<file path="src/design/lpac_pkg.sv">
/*
 * lpac_pkg: constants and carrier types of the link partner ability capture block.
 * Assumes a 32-bit classic Wishbone slave with byte addresses at four times the register index.
 */
package lpac_pkg;

    // register indices and byte addresses
    localparam logic [7:0] ABILITY_IDX = 8'h05;
    localparam logic [7:0] CTRL_IDX = 8'h08;
    localparam logic [7:0] IRQ_STAT_IDX = 8'h09;
    localparam logic [7:0] IRQ_MASK_IDX = 8'h0a;
    localparam logic [7:0] ABILITY_ADDR = 8'h14;
    localparam logic [7:0] CTRL_ADDR = 8'h20;
    localparam logic [7:0] IRQ_STAT_ADDR = 8'h24;
    localparam logic [7:0] IRQ_MASK_ADDR = 8'h28;

    // ability word fields, both views
    localparam int WANTS_EXTRA_BIT = 15;
    localparam int ACK_BIT = 14;
    localparam int FAR_FAULT_BIT = 13;
    localparam int MESSAGE_PAGE_BIT = 13;
    localparam int RESERVED_BIT = 12;
    localparam int CAN_COMPLY_BIT = 12;
    localparam int ASYM_FLOW_BIT = 11;
    localparam int TOGGLE_BIT = 11;
    localparam int PAUSE_BIT = 10;
    localparam int FOUR_PAIR_BIT = 9;
    localparam int FAST_FULL_BIT = 8;
    localparam int FAST_BIT = 7;
    localparam int SLOW_FULL_BIT = 6;
    localparam int SLOW_BIT = 5;
    localparam int SELECTOR_LSB = 0;
    localparam int SELECTOR_W = 5;
    localparam int CODE_W = 11;

    // control and interrupt fields
    localparam int CTRL_NP_EN_BIT = 0;
    localparam int IRQ_W = 3;
    localparam int EV_BASE_BIT = 0;
    localparam int EV_NEXT_BIT = 1;
    localparam int EV_DONE_BIT = 2;

    // reset values
    localparam logic [15:0] ABILITY_RESET = 16'h0000;
    localparam logic CTRL_NP_EN_RESET = 1'b0;
    localparam logic [2:0] IRQ_MASK_RESET = 3'h0;

    // one received link code word from the negotiation logic
    typedef struct packed {
        logic valid;
        logic [15:0] word;
    } lpac_page_s;

    // whole state of the capture block
    typedef struct packed {
        logic [15:0] base_page;
        logic [15:0] next_page;
        logic np_view;
        logic done_d;
        logic np_en;
        logic [2:0] irq_status;
        logic [2:0] irq_mask;
        logic ack;
        logic [31:0] dat;
    } lpac_state_s;

endpackage

</file>
<file path="src/design/lpac_capture.sv">
/*
 * lpac_capture: holds the abilities the remote link partner advertised during
 * auto-negotiation, in a base-page view and a next-page view at one address,
 * with a small control and interrupt register set on classic Wishbone.
 * Assumes the negotiation logic runs on clk_i and hands over each received
 * link code word as a one-cycle valid with its word, plus a level that stays
 * high while negotiation has completed successfully.
 */
// Decided for this implementation: register access over Wishbone.
// Operation
// - partner abilities held in a read-only 16-bit register at index 0x05
// - after successful completion with next pages enabled, show the next-page view; the code switches only on the first next page received after that
// - base view bit 15 shows partner wants extra pages, resets to 0
// - bit 14 is the partner acknowledge taken from received bursts
// - bit 13 shows partner remote fault
// - base view bit 12 reserved, reads 0, software writes 0
// - bit 11 shows partner asymmetric pause support
// - bit 10 shows partner symmetric pause support
// - bit 9 shows partner four-pair ability
// - bit 8 shows partner fast full duplex
// - bit 7 shows partner fast operation
// - bit 6 shows partner slow full duplex
// - bit 5 shows partner slow operation
// - bits 4:0 carry partner protocol selector, reset zero
// - next view bit 15 again shows partner wants extra pages
// - next view bit 12 shows partner can comply
// - next view bit 11 shows toggle value received
// - next view bits 10:0 carry page code, message if bit 13 set
`timescale 1ns/1ps

module lpac_capture (
    input wire logic clk_i,
    input wire logic rst_i,
    // classic wishbone slave
    input wire logic wb_cyc_i,
    input wire logic wb_stb_i,
    input wire logic wb_we_i,
    input wire logic [7:0] wb_adr_i,
    input wire logic [3:0] wb_sel_i,
    input wire logic [31:0] wb_dat_i,
    output logic [31:0] wb_dat_o,
    output logic wb_ack_o,
    // negotiation logic side, same clock
    input wire lpac_pkg::lpac_page_s page_i,
    input wire logic an_complete_i,
    // views of the held word, and the interrupt line
    output logic [15:0] partner_ability_word_o,
    output logic next_page_view_o,
    output logic irq_o
);

    lpac_pkg::lpac_state_s state_reg;
    lpac_pkg::lpac_state_s state_next;

    // masks a base page word so the reserved bit always reads zero
    function automatic logic [15:0] base_clean(input logic [15:0] w);
        logic [15:0] r;
        r = w;
        r[lpac_pkg::RESERVED_BIT] = 1'b0;
        return r;
    endfunction

    // true when the bus address hits the given byte address
    function automatic logic hit(input logic [7:0] adr, input logic [7:0] target);
        return adr == target;
    endfunction

    logic req;
    logic rd;
    logic wr;
    logic rd_stat;
    logic [15:0] shown;
    logic [2:0] events;
    logic done_rise;
    logic np_stage;

    // bus strobes: one answer per request, ack drops the cycle after
    assign req = wb_cyc_i & wb_stb_i & ~state_reg.ack;
    assign rd = req & ~wb_we_i;
    assign wr = req & wb_we_i & wb_sel_i[0];
    assign rd_stat = rd & hit(wb_adr_i, lpac_pkg::IRQ_STAT_ADDR);

    // pages after success with next pages enabled belong to the next view
    assign done_rise = an_complete_i & ~state_reg.done_d;
    assign np_stage = an_complete_i & state_reg.np_en;

    // view select: next-page contents replace base contents once staged
    assign shown = state_reg.np_view ? state_reg.next_page : base_clean(state_reg.base_page);

    // events feeding sticky status bits
    always_comb begin
        events = 3'h0;
        events[lpac_pkg::EV_BASE_BIT] = page_i.valid & ~np_stage;
        events[lpac_pkg::EV_NEXT_BIT] = page_i.valid & np_stage;
        events[lpac_pkg::EV_DONE_BIT] = done_rise;
    end

    // next state of the whole block
    always_comb begin
        state_next = state_reg;
        state_next.done_d = an_complete_i;
        // base page fields taken as received except reserved bit 12, which is cleared; bits 15..0 in place
        if (page_i.valid && !np_stage) begin
            state_next.base_page = base_clean(page_i.word);
            // fields 8..0 land unchanged
        end
        // next pages: wants-extra, message flag, comply, toggle, code
        if (page_i.valid && np_stage) begin
            state_next.next_page = page_i.word;
        end
        // view switches on the first next page after success
        if (page_i.valid && np_stage) begin
            state_next.np_view = 1'b1;
        end
        // a new negotiation (complete dropped) returns to the base view
        if (!an_complete_i) begin
            state_next.np_view = 1'b0;
        end
        // writable control and mask; ability index ignores writes
        if (wr && hit(wb_adr_i, lpac_pkg::CTRL_ADDR)) begin
            state_next.np_en = wb_dat_i[lpac_pkg::CTRL_NP_EN_BIT];
        end
        if (wr && hit(wb_adr_i, lpac_pkg::IRQ_MASK_ADDR)) begin
            state_next.irq_mask = wb_dat_i[lpac_pkg::IRQ_W-1:0];
        end
        // no write path to base_page or next_page at all
        // read clears status, but an event in the same cycle is kept
        state_next.irq_status = (rd_stat ? 3'h0 : state_reg.irq_status) | events;
        // registered answer, data sampled with the request
        state_next.ack = req;
        state_next.dat = 32'h0000_0000;
        if (rd) begin
            unique case (1'b1)
                hit(wb_adr_i, lpac_pkg::ABILITY_ADDR): state_next.dat = {16'h0000, shown};
                hit(wb_adr_i, lpac_pkg::CTRL_ADDR): state_next.dat = {31'h0, state_reg.np_en};
                hit(wb_adr_i, lpac_pkg::IRQ_STAT_ADDR): state_next.dat = {29'h0, state_reg.irq_status};
                hit(wb_adr_i, lpac_pkg::IRQ_MASK_ADDR): state_next.dat = {29'h0, state_reg.irq_mask};
                default: state_next.dat = 32'h0000_0000; // unmapped reads give zero
            endcase
        end
    end

    // single register stage, synchronous reset
    always_ff @(posedge clk_i) begin
        if (rst_i) begin
            state_reg.base_page <= lpac_pkg::ABILITY_RESET;
            state_reg.next_page <= lpac_pkg::ABILITY_RESET;
            state_reg.np_view <= 1'b0;
            state_reg.done_d <= 1'b0;
            state_reg.np_en <= lpac_pkg::CTRL_NP_EN_RESET;
            state_reg.irq_status <= 3'h0;
            state_reg.irq_mask <= lpac_pkg::IRQ_MASK_RESET;
            state_reg.ack <= 1'b0;
            state_reg.dat <= 32'h0000_0000;
        end else begin
            state_reg <= state_next;
        end
    end

    // outputs straight from state
    assign wb_ack_o = state_reg.ack;
    assign wb_dat_o = state_reg.dat;
    assign partner_ability_word_o = shown;
    assign next_page_view_o = state_reg.np_view;
    assign irq_o = |(state_reg.irq_status & state_reg.irq_mask);

endmodule

</file>
<file path="config.mk">
export PLATFORM = sky130hd
export DESIGN_NAME = lpac_capture
export DESIGN_NICKNAME = d
export VERILOG_FILES = /design/src/design/lpac_pkg.sv /design/src/design/lpac_capture.sv
export SDC_FILE = /design/constraint.sdc
export NUM_CORES = 1
export LEC_CHECK = 0
export BUFFER_PORTS_ARGS = -buffer_cell sky130_fd_sc_hd__clkbuf_2
export CORE_ASPECT_RATIO = 1.2
export CORE_MARGIN = 8
export CORE_UTILIZATION = 46
export CTS_CLUSTER_DIAMETER = 80
export DETAILED_ROUTE_END_ITERATION = 7
export GPL_TIMING_DRIVEN = 1
export PLACE_DENSITY = 0.8
export SLEW_MARGIN = 10
export SYNTH_ARGS = -nofsm -noshare
export SYNTH_HDL_FRONTEND = slang
export SYNTH_SLANG_ARGS = --single-unit
export TNS_END_PERCENT = 20
</file>
<file path="constraint.sdc">
create_clock -name clk_i -period 1.9 [get_ports clk_i]
set_input_delay 0.19 -clock clk_i [delete_from_list [all_inputs] [get_ports clk_i]]
set_output_delay 0.19 -clock clk_i [all_outputs]
set_load 0.02 [all_outputs]
</file>
### Yosys cells after proc, flatten, opt, wreduce, memory -nomap -nowiden

Cells that the tools add are included.

* add/sub/neg operators: 0
* multiply operators: 0
* div/mod/pow operators: 0
* order comparisons: 0
* equality and inequality tests: 4
* shift-type cells: 0
* mux-type cells: 3
* bitwise logic cells: 18
* reduce and logical (&&, ||, !) cells: 8

Operators by type and width (count)
* $pmux W16 S4: 1
* $eq A8 B6 Y1 const B: 3
* $mux W16: 1
* $and A1 B1 Y1: 10
* $eq A8 B5 Y1 const B: 1
* $not A1 Y1: 6
* $logic_and A1 B1 Y1: 4
* $reduce_or A2 Y1: 2
* $and A3 B3 Y3: 1
* $mux W3: 1
* $or A3 B3 Y3: 1
* $reduce_or A3 Y1: 1
* $logic_not A1 Y1: 1

* register bits after elaboration: 73
* latch bits: 0
* RAM bits: 0
* bits in read-only memories: 0
* bits of input ports: 67
* output and inout bits: 51
* logic and storage cells: 42
* memories kept: 0

### Logic depth before layout (Yosys ltp)

Gate-level depths: netlist of run 1.

* depth in word-level cells: 6
* mapped depth: 6
* gate-level depth less buffers: 4

### Worst setup path before layout of run 1

OpenSTA, ideal clock, no wires.

* path kind: register -> register
* start point: reg state_reg, in the netlist next_page_view_o
* end point: reg state_reg, in the netlist wb_dat_o[3]
* library setup time: 116 ps
* data arrival time: 1653 ps
* data required time: 1784 ps
* slack: 131 ps
* cell stages (with the launch flop): 5
* buffers on the path: 2
* period minus slack after synthesis: 1769 ps
* cell sequence: dfxtp_1 > clkbuf_1 > buf_1 > mux2_2 > and3_1

* cells in the longest elaborated chain, start to end: 2

RTL lines
* start: declaration: line lpac_capture.sv:52 `lpac_pkg::lpac_state_s state_reg;`
* start signal: assignment: line lpac_capture.sv:156 `state_reg <= state_next;`
* $mux W16: line lpac_capture.sv:88 `assign shown = state_reg.np_view ? state_reg.next_page : base_clean(state_reg.base_page);`
* named net partner_ability_word_o[3]: line lpac_capture.sv:47 `output logic [15:0] partner_ability_word_o,`
* $pmux W16 S4: line lpac_capture.sv:133 `unique case (1'b1)`

The timed path passes the listed nets, and every way through them passes these cells.
A chain may end at the register's enable or synchronous reset.

### Final worst setup path of run 1

* start point: reg state_reg, in the netlist next_page_view_o
* end point: out partner_ability_word_o[4]

* cells in the longest elaborated chain, start to end: 1

RTL lines (line)
* $mux W16: lpac_capture.sv:88
* end: declaration: lpac_capture.sv:47

Every way passes these cells.

==> flow_summary_export.csv, run 1 <==
group,metric,value,unit
global_route,grt_overflow_total,0,
timing,maxSlewViolCount,0,
routing,route.detailed.drc,0,
critical_path,worst-setup-path-type,"reg -> out",
placed_design,dpl_cell_area,2706,sq um
synth,yosys.cell_types.count,30,
layout,largest_reg_flops,39,
clock_tree,cts_hold_buf,0,
placed_design,hpwl,4.164,mm
placed_design,numPortBuffers,69,
clock_tree,cts_root_buf,"clkbuf_8",
global_route,grt_usage,14.05,%
timing,fmax,0.5674,GHz
routing,firstDrtPassIters,4,
placed_design,place.gp.congestion,0.7663,
timing,hold_ws,0.09283,ns
layout,fill_cells,517,
timing,min_period_over_period,92.76,%
die,core,5225,sq um
layout,num_antenna_cells,0,
flow_run,cap_violations,0,
clock_tree,htree_levels,3,
synth,synth_area_per_cell,8.732,sq um
worst_hold_path,min-delay-start,"page_i[8]",
critical_path,r2r_slack,0.35,ns
timing,setup_violations,0,
synth,synth_top_area_share,46.18,%
synth,synthArstFlopShare,0,%
layout,seq_area,1141,sq um
synth,yosys.cell_count.top_type,"nand2_1",
synth,synth_top_area_cell,"dfxtp_1",
global_route,grt_pass1_vias,1919,
critical_path,cp.arrival,1.57,ns
outcome,status,"finished clean",
synth,synth_common_cells,"66 x nand2_1, 57 x dfxtp_1, 36 x a21oi_1, 32 x buf_4, 16 x mux2_2",
timing,tightestPinTransition,0.6237,ns
global_route,antenna_found_initial,0,
clock_tree,cts_tree,"built",
timing,finalHoldViolCount,0,
critical_path,reg2reg_from,"wb_ack_o",
clock_tree,cts-resized-gates,0,
critical_path,cp-startpoint,"next_page_view_o",
die,num_rows,29,
power_and_ir_drop,max-vdd-ir-drop,0.6416,mV
synth,synthXorXnorAreaFrac,0,%
layout,fin_area,2917,sq um
power_and_ir_drop,powerDensity,906.3,nW/um^2
die,dieWidth,82.91,um
die,die-area,7983,sq um
synth,synth_fa_ha_area_share,0,%
synth,syn_area,2471,sq um
synth,synth.yosys.warnings,0,
routing,via_per_inst,4.887,
clock_tree,cts_max_path_buffers,2,
synth,synthTopCellsByArea,"dfxtp_1 46%, nand2_1 10%, buf_4 9.7%",
layout,multi_input_area,1071,sq um
clock_tree,cts.clk_slew.worst_paths,0.06,ns
critical_path,cp_max_fo,14,
synth,yosys.area_share.simple,22.08,%
synth,muxShareOfSynthArea,8.911,%
synth,ys_seq_area_share,46.18,%
layout,syn2layout_area_growth,18.03,%
die,start_util,47.29,%
clock_tree,post-cts-setup-buffers,0,
global_route,grt_max_degree,41,
worst_hold_path,hp-class,"in -> reg",
timing,period_minus_slack,1.762,ns
synth,ys_seq_elements,57,
routing,drt-initial-drc-count,91,
routing,vias,1984,
synth,synth_top_family_by_area,"simple AND/OR/NAND/NOR gates",
timing,maxSlewHeadroom,58.42,%
critical_path,cp_cell_sequence,"buf_4 > mux2_2 > clkbuf_2",
power_and_ir_drop,total_power,0.002643,W
critical_path,cp.required,1.71,ns
die,io_pins,118,
die,die_h,96.29,um
synth,synthCells,283,
global_route,grt_pass1_wl,9.004,mm
clock_tree,clock-sinks,57,
timing,rsz0062_at_grt,"no",
critical_path,slowest_delay,0.42,ns
layout,drive_gt1_share,32.56,%
layout,nets,406,
synth,synth_compound_area_share,9.924,%
timing,finalSetupTns,0,ns
clock_tree,clkLatencyLatePin,0.33,ns
synth,synth-edff-count,0,
synth,synth_ff_type,"dfxtp_1",
critical_path,slowest_stage,"dfxtp_1",
clock_tree,cts-buffers-inserted,9,
critical_path,end_kind,"output pin",
critical_path,startpoint_type,"register",
timing,skew,0.005689,ns
routing,totalWireLength,5.668,mm
routing,ant_nets,0,
routing,wl_per_cell,13.96,um
power_and_ir_drop,leakage,1.305,nW
logic make-up (layout without fill, tap and decap cells):
| kind of cell | after synthesis | count (layout) |
|---|---|---|
| buffers and inverters | 50 | 96 |
| other | 1 | 16 |
| AOI/OAI and AO/OA | 44 | 44 |
| muxes | 20 | 20 |
| DFF | 57 | 57 |
| and+or+nand+nor | 111 | 111 |
routing by layer:
metal  global-route usage (%)  vias up  part of all wire [%]
met5                        0        -                     0
met4                    6.452        0                   1.4
met3                    5.165        7                   5.6
met2                    24.33       57                    51
met1                    15.14      906                    42
li1                         -     1014                     -
cell type report:
class                   count  area share (%)
clock buffers              10           4.376
inverters                   3          0.3861
clock inverters             6           2.831
repair buffers             77           13.90
flip-flops and latches     57           39.12
multi-input cells         191           36.72
well taps                  62           2.660
critical path, delay by kind of cell (launching register included):
kind	cells	cell delay (ns)
DFF	1	0.42
buffers and inverters	2	0.43
muxes	1	0.39
power by group:
group,internal (W),switching [W],total (W)
logic,0.0000727,0.000137,0.000209
clock network,0.000731,0.000474,0.00121
registers,0.00122,0.0000109,0.00123
per-stage QoR:
stage / std cells / setup slack [ns] / util (%)
3_3_place_gp: 390 / 0.1513 / 51.80
2_1_floorplan: 298 / 0.1314 / -
4_1_cts: 406 / 0.1141 / 55.82
3_5_place_dp: 390 / 0.1253 / 51.80
5_1_grt: 406 / 0.08554 / 55.82
6_report: 406 / 0.1376 / 55.82
worst paths after layout:
path                               end  cells after the start
max          partner_ability_word_o[4]                      3
max reg2reg              state_reg[36]                      4
min                      state_reg[50]                      3
min reg2reg              state_reg[62]                      2
layout by cell type (no fill, tap or decap), drive strengths merged, types with 2 or more instances in the layout:
cell    Yosys  final
nor2       12     12
or4b        4      4
and3       14     14
clkbuf     12     79
buf        35      8
a22oi       3      3
bufinv      0      2
mux2i       4      4
mux2       16     16
inv         3      3
nor2b       2      2
clkinv      0      3
o32a        2      2
conb        1     16
dfxtp      57     57
nor4b       2      2
nand3b      2      2
a21oi      36     36
nand2      66     66
nor4        2      2
and2        2      2
No activity file was read; power rests on OpenSTA's default activity.
==> run 2, diff against run 1 <==
--- a/config.mk
+++ b/config.mk
@@ -12,7 +12,7 @@
 export CTS_CLUSTER_DIAMETER = 80
 export DETAILED_ROUTE_END_ITERATION = 7
 export GPL_TIMING_DRIVEN = 1
-export PLACE_DENSITY = 0.8
+export PLACE_DENSITY_LB_ADDON = 0.3
 export SLEW_MARGIN = 10
 export SYNTH_ARGS = -nofsm -noshare
 export SYNTH_HDL_FRONTEND = slang
==> run 2 against run 1 <==
Effect of this change:
- sequential power hardly changed
- global-route usage grew 0.36 points
- cell count down 0.25%
- die area is the same
- clock-buffer cell count increased by 3
- sequential share of layout area rose by 0.39 points
- final area down 0.99%
- utilization fell by 0.55 points
- first-iteration DRC count grew 16%
- critical endpoint is now partner_ability_word_o[15]
==> flow_summary_export.csv, run 2 (same netlist as run 1, synthesis figures left out) <==
group,metric,value,unit
timing,skew,0.007688,ns
layout,nets,406,
clock_tree,clock-sinks,57,
layout,final_common_cell,"clkbuf_2",
timing,maxSlewViolCount,0,
critical_path,cp_max_fo,13,
routing,wl_per_cell,14.16,um
critical_path,cp-startpoint,"next_page_view_o",
die,core,5225,sq um
critical_path,end_kind,"output pin",
critical_path,cp.required,1.71,ns
placed_design,hpwl,4.211,mm
layout,largest_reg_flops,39,
placed_design,place.gp.congestion,0.7650,
timing,rsz0062_at_grt,"no",
clock_tree,clkLatencyLatePin,0.34,ns
global_route,grt_usage,14.42,%
die,num_rows,29,
layout,fin_area,2888,sq um
die,die-area,7983,sq um
power_and_ir_drop,leakage,1.290,nW
timing,tightestPinTransition,0.6381,ns
routing,drt-initial-drc-count,106,
critical_path,slowest_delay,0.46,ns
global_route,grt_max_degree,41,
critical_path,r2r_slack,0.38,ns
clock_tree,cts_max_path_buffers,2,
timing,maxSlewHeadroom,57.46,%
power_and_ir_drop,max-vdd-ir-drop,0.4657,mV
layout,multi_input_area,1071,sq um
clock_tree,post-cts-setup-buffers,0,
critical_path,reg2reg_from,"wb_ack_o",
timing,finalSetupTns,0,ns
routing,totalWireLength,5.733,mm
clock_tree,cts-buffers-inserted,9,
layout,drive_gt1_share,32.36,%
routing,via_per_inst,4.936,
layout,layout_common_cells,"69 x clkbuf_2, 66 x nand2_1, 57 x dfxtp_1",
routing,vias,1999,
global_route,grt_overflow_total,0,
global_route,grt_pass1_vias,2001,
timing,min_period_over_period,95.99,%
critical_path,path_delay_family,"flip-flops",
timing,period_minus_slack,1.824,ns
die,die_h,96.29,um
die,io_pins,118,
clock_tree,cts_root_buf,"clkbuf_8",
outcome,status,"finished clean",
layout,syn2layout_area_growth,16.86,%
clock_tree,cts_tree,"built",
clock_tree,htree_levels,3,
flow_run,cap_violations,0,
critical_path,timing.rr.end,"state_reg[36]",
routing,ant_nets,0,
critical_path,path_buf_inv,2,
global_route,antenna_found_initial,0,
critical_path,worst-setup-path-type,"reg -> out",
timing,setup_violations,0,
placed_design,pre_cts_ws,0.1290,ns
power_and_ir_drop,powerDensity,852.9,nW/um^2
placed_design,dpl_cell_area,2706,sq um
worst_hold_path,hp-class,"in -> reg",
timing,finalHoldViolCount,0,
worst_hold_path,min-delay-start,"page_i[12]",
layout,seq_area,1141,sq um
critical_path,cp_cell_sequence,"buf_4 > mux2_2 > clkbuf_2",
die,start_util,47.29,%
clock_tree,cts-resized-gates,0,
layout,num_antenna_cells,0,
placed_design,numPortBuffers,69,
clock_tree,cts_hold_buf,0,
routing,route.detailed.drc,0,
critical_path,worst-path-stages,3,
timing,fin_ws,0.07610,ns
layout,fill_cells,536,
critical_path,slowest_stage,"dfxtp_1",
critical_path,startpoint_type,"register",
clock_tree,cts.clk_slew.worst_paths,0.06,ns
timing,fmax,0.5483,GHz
routing,firstDrtPassIters,4,
power_and_ir_drop,total_power,0.002463,W
critical_path,r2r_cells,4,
die,dieWidth,82.91,um
global_route,grt_pass1_wl,9.273,mm
critical_path,crit_end,"partner_ability_word_o[15]",
critical_path,cp.arrival,1.63,ns
-- run 2: cell count changes in the layout (fill, tap and decap cells not counted), sizes merged --
| cell | delta |
|---|---|
| bufinv | -2 |
| clkbuf | +3 |
| clkinv | -2 |
-- run 2: cell type report --
type | count | area share (%)
flip-flops and latches | 57 | 39.51
repair buffers | 77 | 14.04
clock inverters | 2 | 0.4333
inverters | 3 | 0.3899
well taps | 62 | 2.686
multi-input cells | 191 | 37.09
clock buffers | 13 | 5.849
-- run 2: worst min path at each step --
stage	end	depth (start not counted)
2_1_floorplan	state_reg[40]	1
3_3_place_gp	state_reg[54]	3
3_5_place_dp	state_reg[54]	3
4_1_cts	state_reg[54]	3
5_1_grt	state_reg[65]	3
6_report	state_reg[54]	3
-- run 2: routing by layer --
metal	share of wire (%)	vias to the layer above	track usage, %
li1	-	1015	-
met1	40	931	14.79
met2	53	47	25.50
met3	5.9	6	5.334
met4	1.0	0	7.478
met5	0	-	0
-- run 2: tightest hold or removal path, cell delays in order --
cell      delay, ns
clkbuf_2       0.08
nand2_1        0.05
a21oi_1        0.05
-- run 2: power by group --
part / internal, W / switching (W)
Clock: 0.000570 / 0.000454
Sequential: 0.00122 / 0.0000108
Combinational: 0.0000727 / 0.000137
Total: 0.00186 / 0.000602
-- run 2: through the flow --
| step | hold WS, ns | utilization, % | cells |
|---|---|---|---|
| global placement | 0.4218 | 51.80 | 390 |
| finish | 0.08111 | 55.27 | 405 |
| global route | 0.08311 | 55.27 | 405 |
| floorplan | 0.2735 | - | 298 |
| detailed placement | 0.4272 | 51.80 | 390 |
| CTS | 0.06835 | 55.27 | 405 |
==> run 3, diff against run 2 <==
--- a/config.mk
+++ b/config.mk
@@ -13,6 +13,7 @@
 export DETAILED_ROUTE_END_ITERATION = 7
 export GPL_TIMING_DRIVEN = 1
 export PLACE_DENSITY_LB_ADDON = 0.3
+export REMOVE_ABC_BUFFERS = 1
 export SLEW_MARGIN = 10
 export SYNTH_ARGS = -nofsm -noshare
 export SYNTH_HDL_FRONTEND = slang
==> run 3 against run 2 <==
Effect of this change:
- final area grew 1.9%
- largest power group is now the clock network
- cell count rose by 0.49%
- register-to-register slack lost 0.03 ns
- power is 10% higher
- clock-buffer cell count down 2
- combinational power barely moved
- non-clock buffer count increased by 1
- utilization increased by 1.1 points
==> flow_summary_export.csv, run 3 (same netlist as run 1, synthesis figures left out) <==
group,metric,value,unit
placed_design,hpwl,4.208,mm
clock_tree,cts_max_path_buffers,2,
layout,largest_reg_flops,39,
outcome,status,"finished clean",
global_route,grt_pass1_wl,9.121,mm
routing,via_per_inst,4.990,
timing,tightestPinTransition,0.6513,ns
layout,num_antenna_cells,0,
placed_design,place.gp.congestion,0.7604,
critical_path,worst-setup-path-type,"reg -> out",
layout,multi_input_area,1071,sq um
routing,firstDrtPassIters,4,
timing,finalHoldViolCount,0,
layout,fin_area,2943,sq um
routing,vias,2031,
timing,maxSlewViolCount,0,
global_route,grt_max_degree,41,
clock_tree,clock-sinks,57,
routing,wl_met1,2.344,mm
placed_design,place_inst,391,
global_route,grt_overflow_total,0,
power_and_ir_drop,leakage,1.319,nW
routing,ant_nets,0,
critical_path,cp.arrival,1.63,ns
routing,wl_per_cell,14.16,um
power_and_ir_drop,powerDensity,921.4,nW/um^2
timing,maxSlewHeadroom,56.58,%
critical_path,cp.required,1.71,ns
clock_tree,cts.clk_slew.worst_paths,0.07,ns
power_and_ir_drop,total_power,0.002712,W
power_and_ir_drop,max-vdd-ir-drop,0.3788,mV
timing,min_period_over_period,95.65,%
clock_tree,clkLatencyLatePin,0.33,ns
routing,totalWireLength,5.762,mm
global_route,grt_pass1_vias,2006,
die,start_util,47.29,%
layout,layout_common_cells,"69 x clkbuf_2, 66 x nand2_1, 57 x dfxtp_1",
routing,routed.top_layer,"met4",
layout,drive_gt1_share,33.04,%
worst_hold_path,hp-class,"in -> reg",
placed_design,numPortBuffers,69,
critical_path,end_kind,"output pin",
layout,nets,407,
clock_tree,cts-buffers-inserted,9,
clock_tree,cts_hold_buf,0,
routing,wl_met2,2.962,mm
layout,final_cells,407,
routing,route.detailed.drc,0,
die,num_rows,29,
clock_tree,cts_tree,"built",
clock_tree,cts_root_buf,"clkbuf_8",
timing,finalSetupTns,0,ns
timing,setup_violations,0,
timing,skew,0.006750,ns
critical_path,cp_max_fo,10,
layout,fill_cells,507,
flow_run,cap_violations,0,
timing,period_minus_slack,1.817,ns
routing,wl_met3,370,um
global_route,grt_usage,14.36,%
die,core,5225,sq um
global_route,antenna_found_initial,0,
clock_tree,htree_levels,3,
layout,seq_area,1141,sq um
layout,syn2layout_area_growth,19.09,%
timing,hold_ws,0.08764,ns
placed_design,dpl_cell_area,2714,sq um
clock_tree,post-cts-setup-buffers,0,
critical_path,startpoint_type,"register",
clock_tree,cts-resized-gates,0,
timing,fmax,0.5503,GHz
die,die_h,96.29,um
die,die-area,7983,sq um
timing,rsz0062_at_grt,"no",
layout,final_common_cell,"clkbuf_2",
die,dieWidth,82.91,um
die,io_pins,118,
routing,drt-initial-drc-count,112,
run 3: cell count changes in the layout (fill, tap and decap cells not counted), sizes merged:
cell / delta
buf: +1
bufinv: +2
clkinv: +1
clkbuf: -2
run 3: worst max-delay path, cell delays in order, from the launching register on:
cell and delay [ns]:
dfxtp_1 0.51, buf_4 0.25, mux2_2 0.37, clkbuf_2 0.16
run 3: cell type report:
type                            instances  share of cell area, %
Clock buffer                           11                  5.145
Clock inverter                          5                  2.636
Inverter                                3                 0.3827
Multi-Input combinational cell        191                  36.39
Sequential cell                        57                  38.78
Tap cell                               62                  2.636
Timing Repair Buffer                   78                  14.03
run 3: power breakdown:
group | switching, W | internal (W)
logic | 0.000138 | 0.0000727
registers | 0.0000108 | 0.00122
clock network | 0.000468 | 0.000805
run 3: worst paths after layout:
check | startpoint | endpoint | slack, ns | depth (start not counted)
worst max register to register | wb_ack_o | state_reg[38] | 0.35 | 4
worst min register to register | state_reg[66] | state_reg[66] | 0.45 | 2
worst max-delay path | next_page_view_o | partner_ability_word_o[13] | 0.08 | 3
worst min-delay path | page_i[12] | state_reg[54] | 0.09 | 3
run 3: metal layers:
layer,global-route usage (%),vias up
li1,-,1021
met4,8.798,0
met3,5.419,6
met5,0,-
met1,14.24,946
met2,25.37,58
run 3: through the flow:
step	setup WS, ns	util, %
floorplan	0.1960	-
global route	0.001133	56.32
finish	0.08273	56.32
detailed placement	0.1243	51.94
CTS	0.04437	56.32
global placement	0.1471	51.94
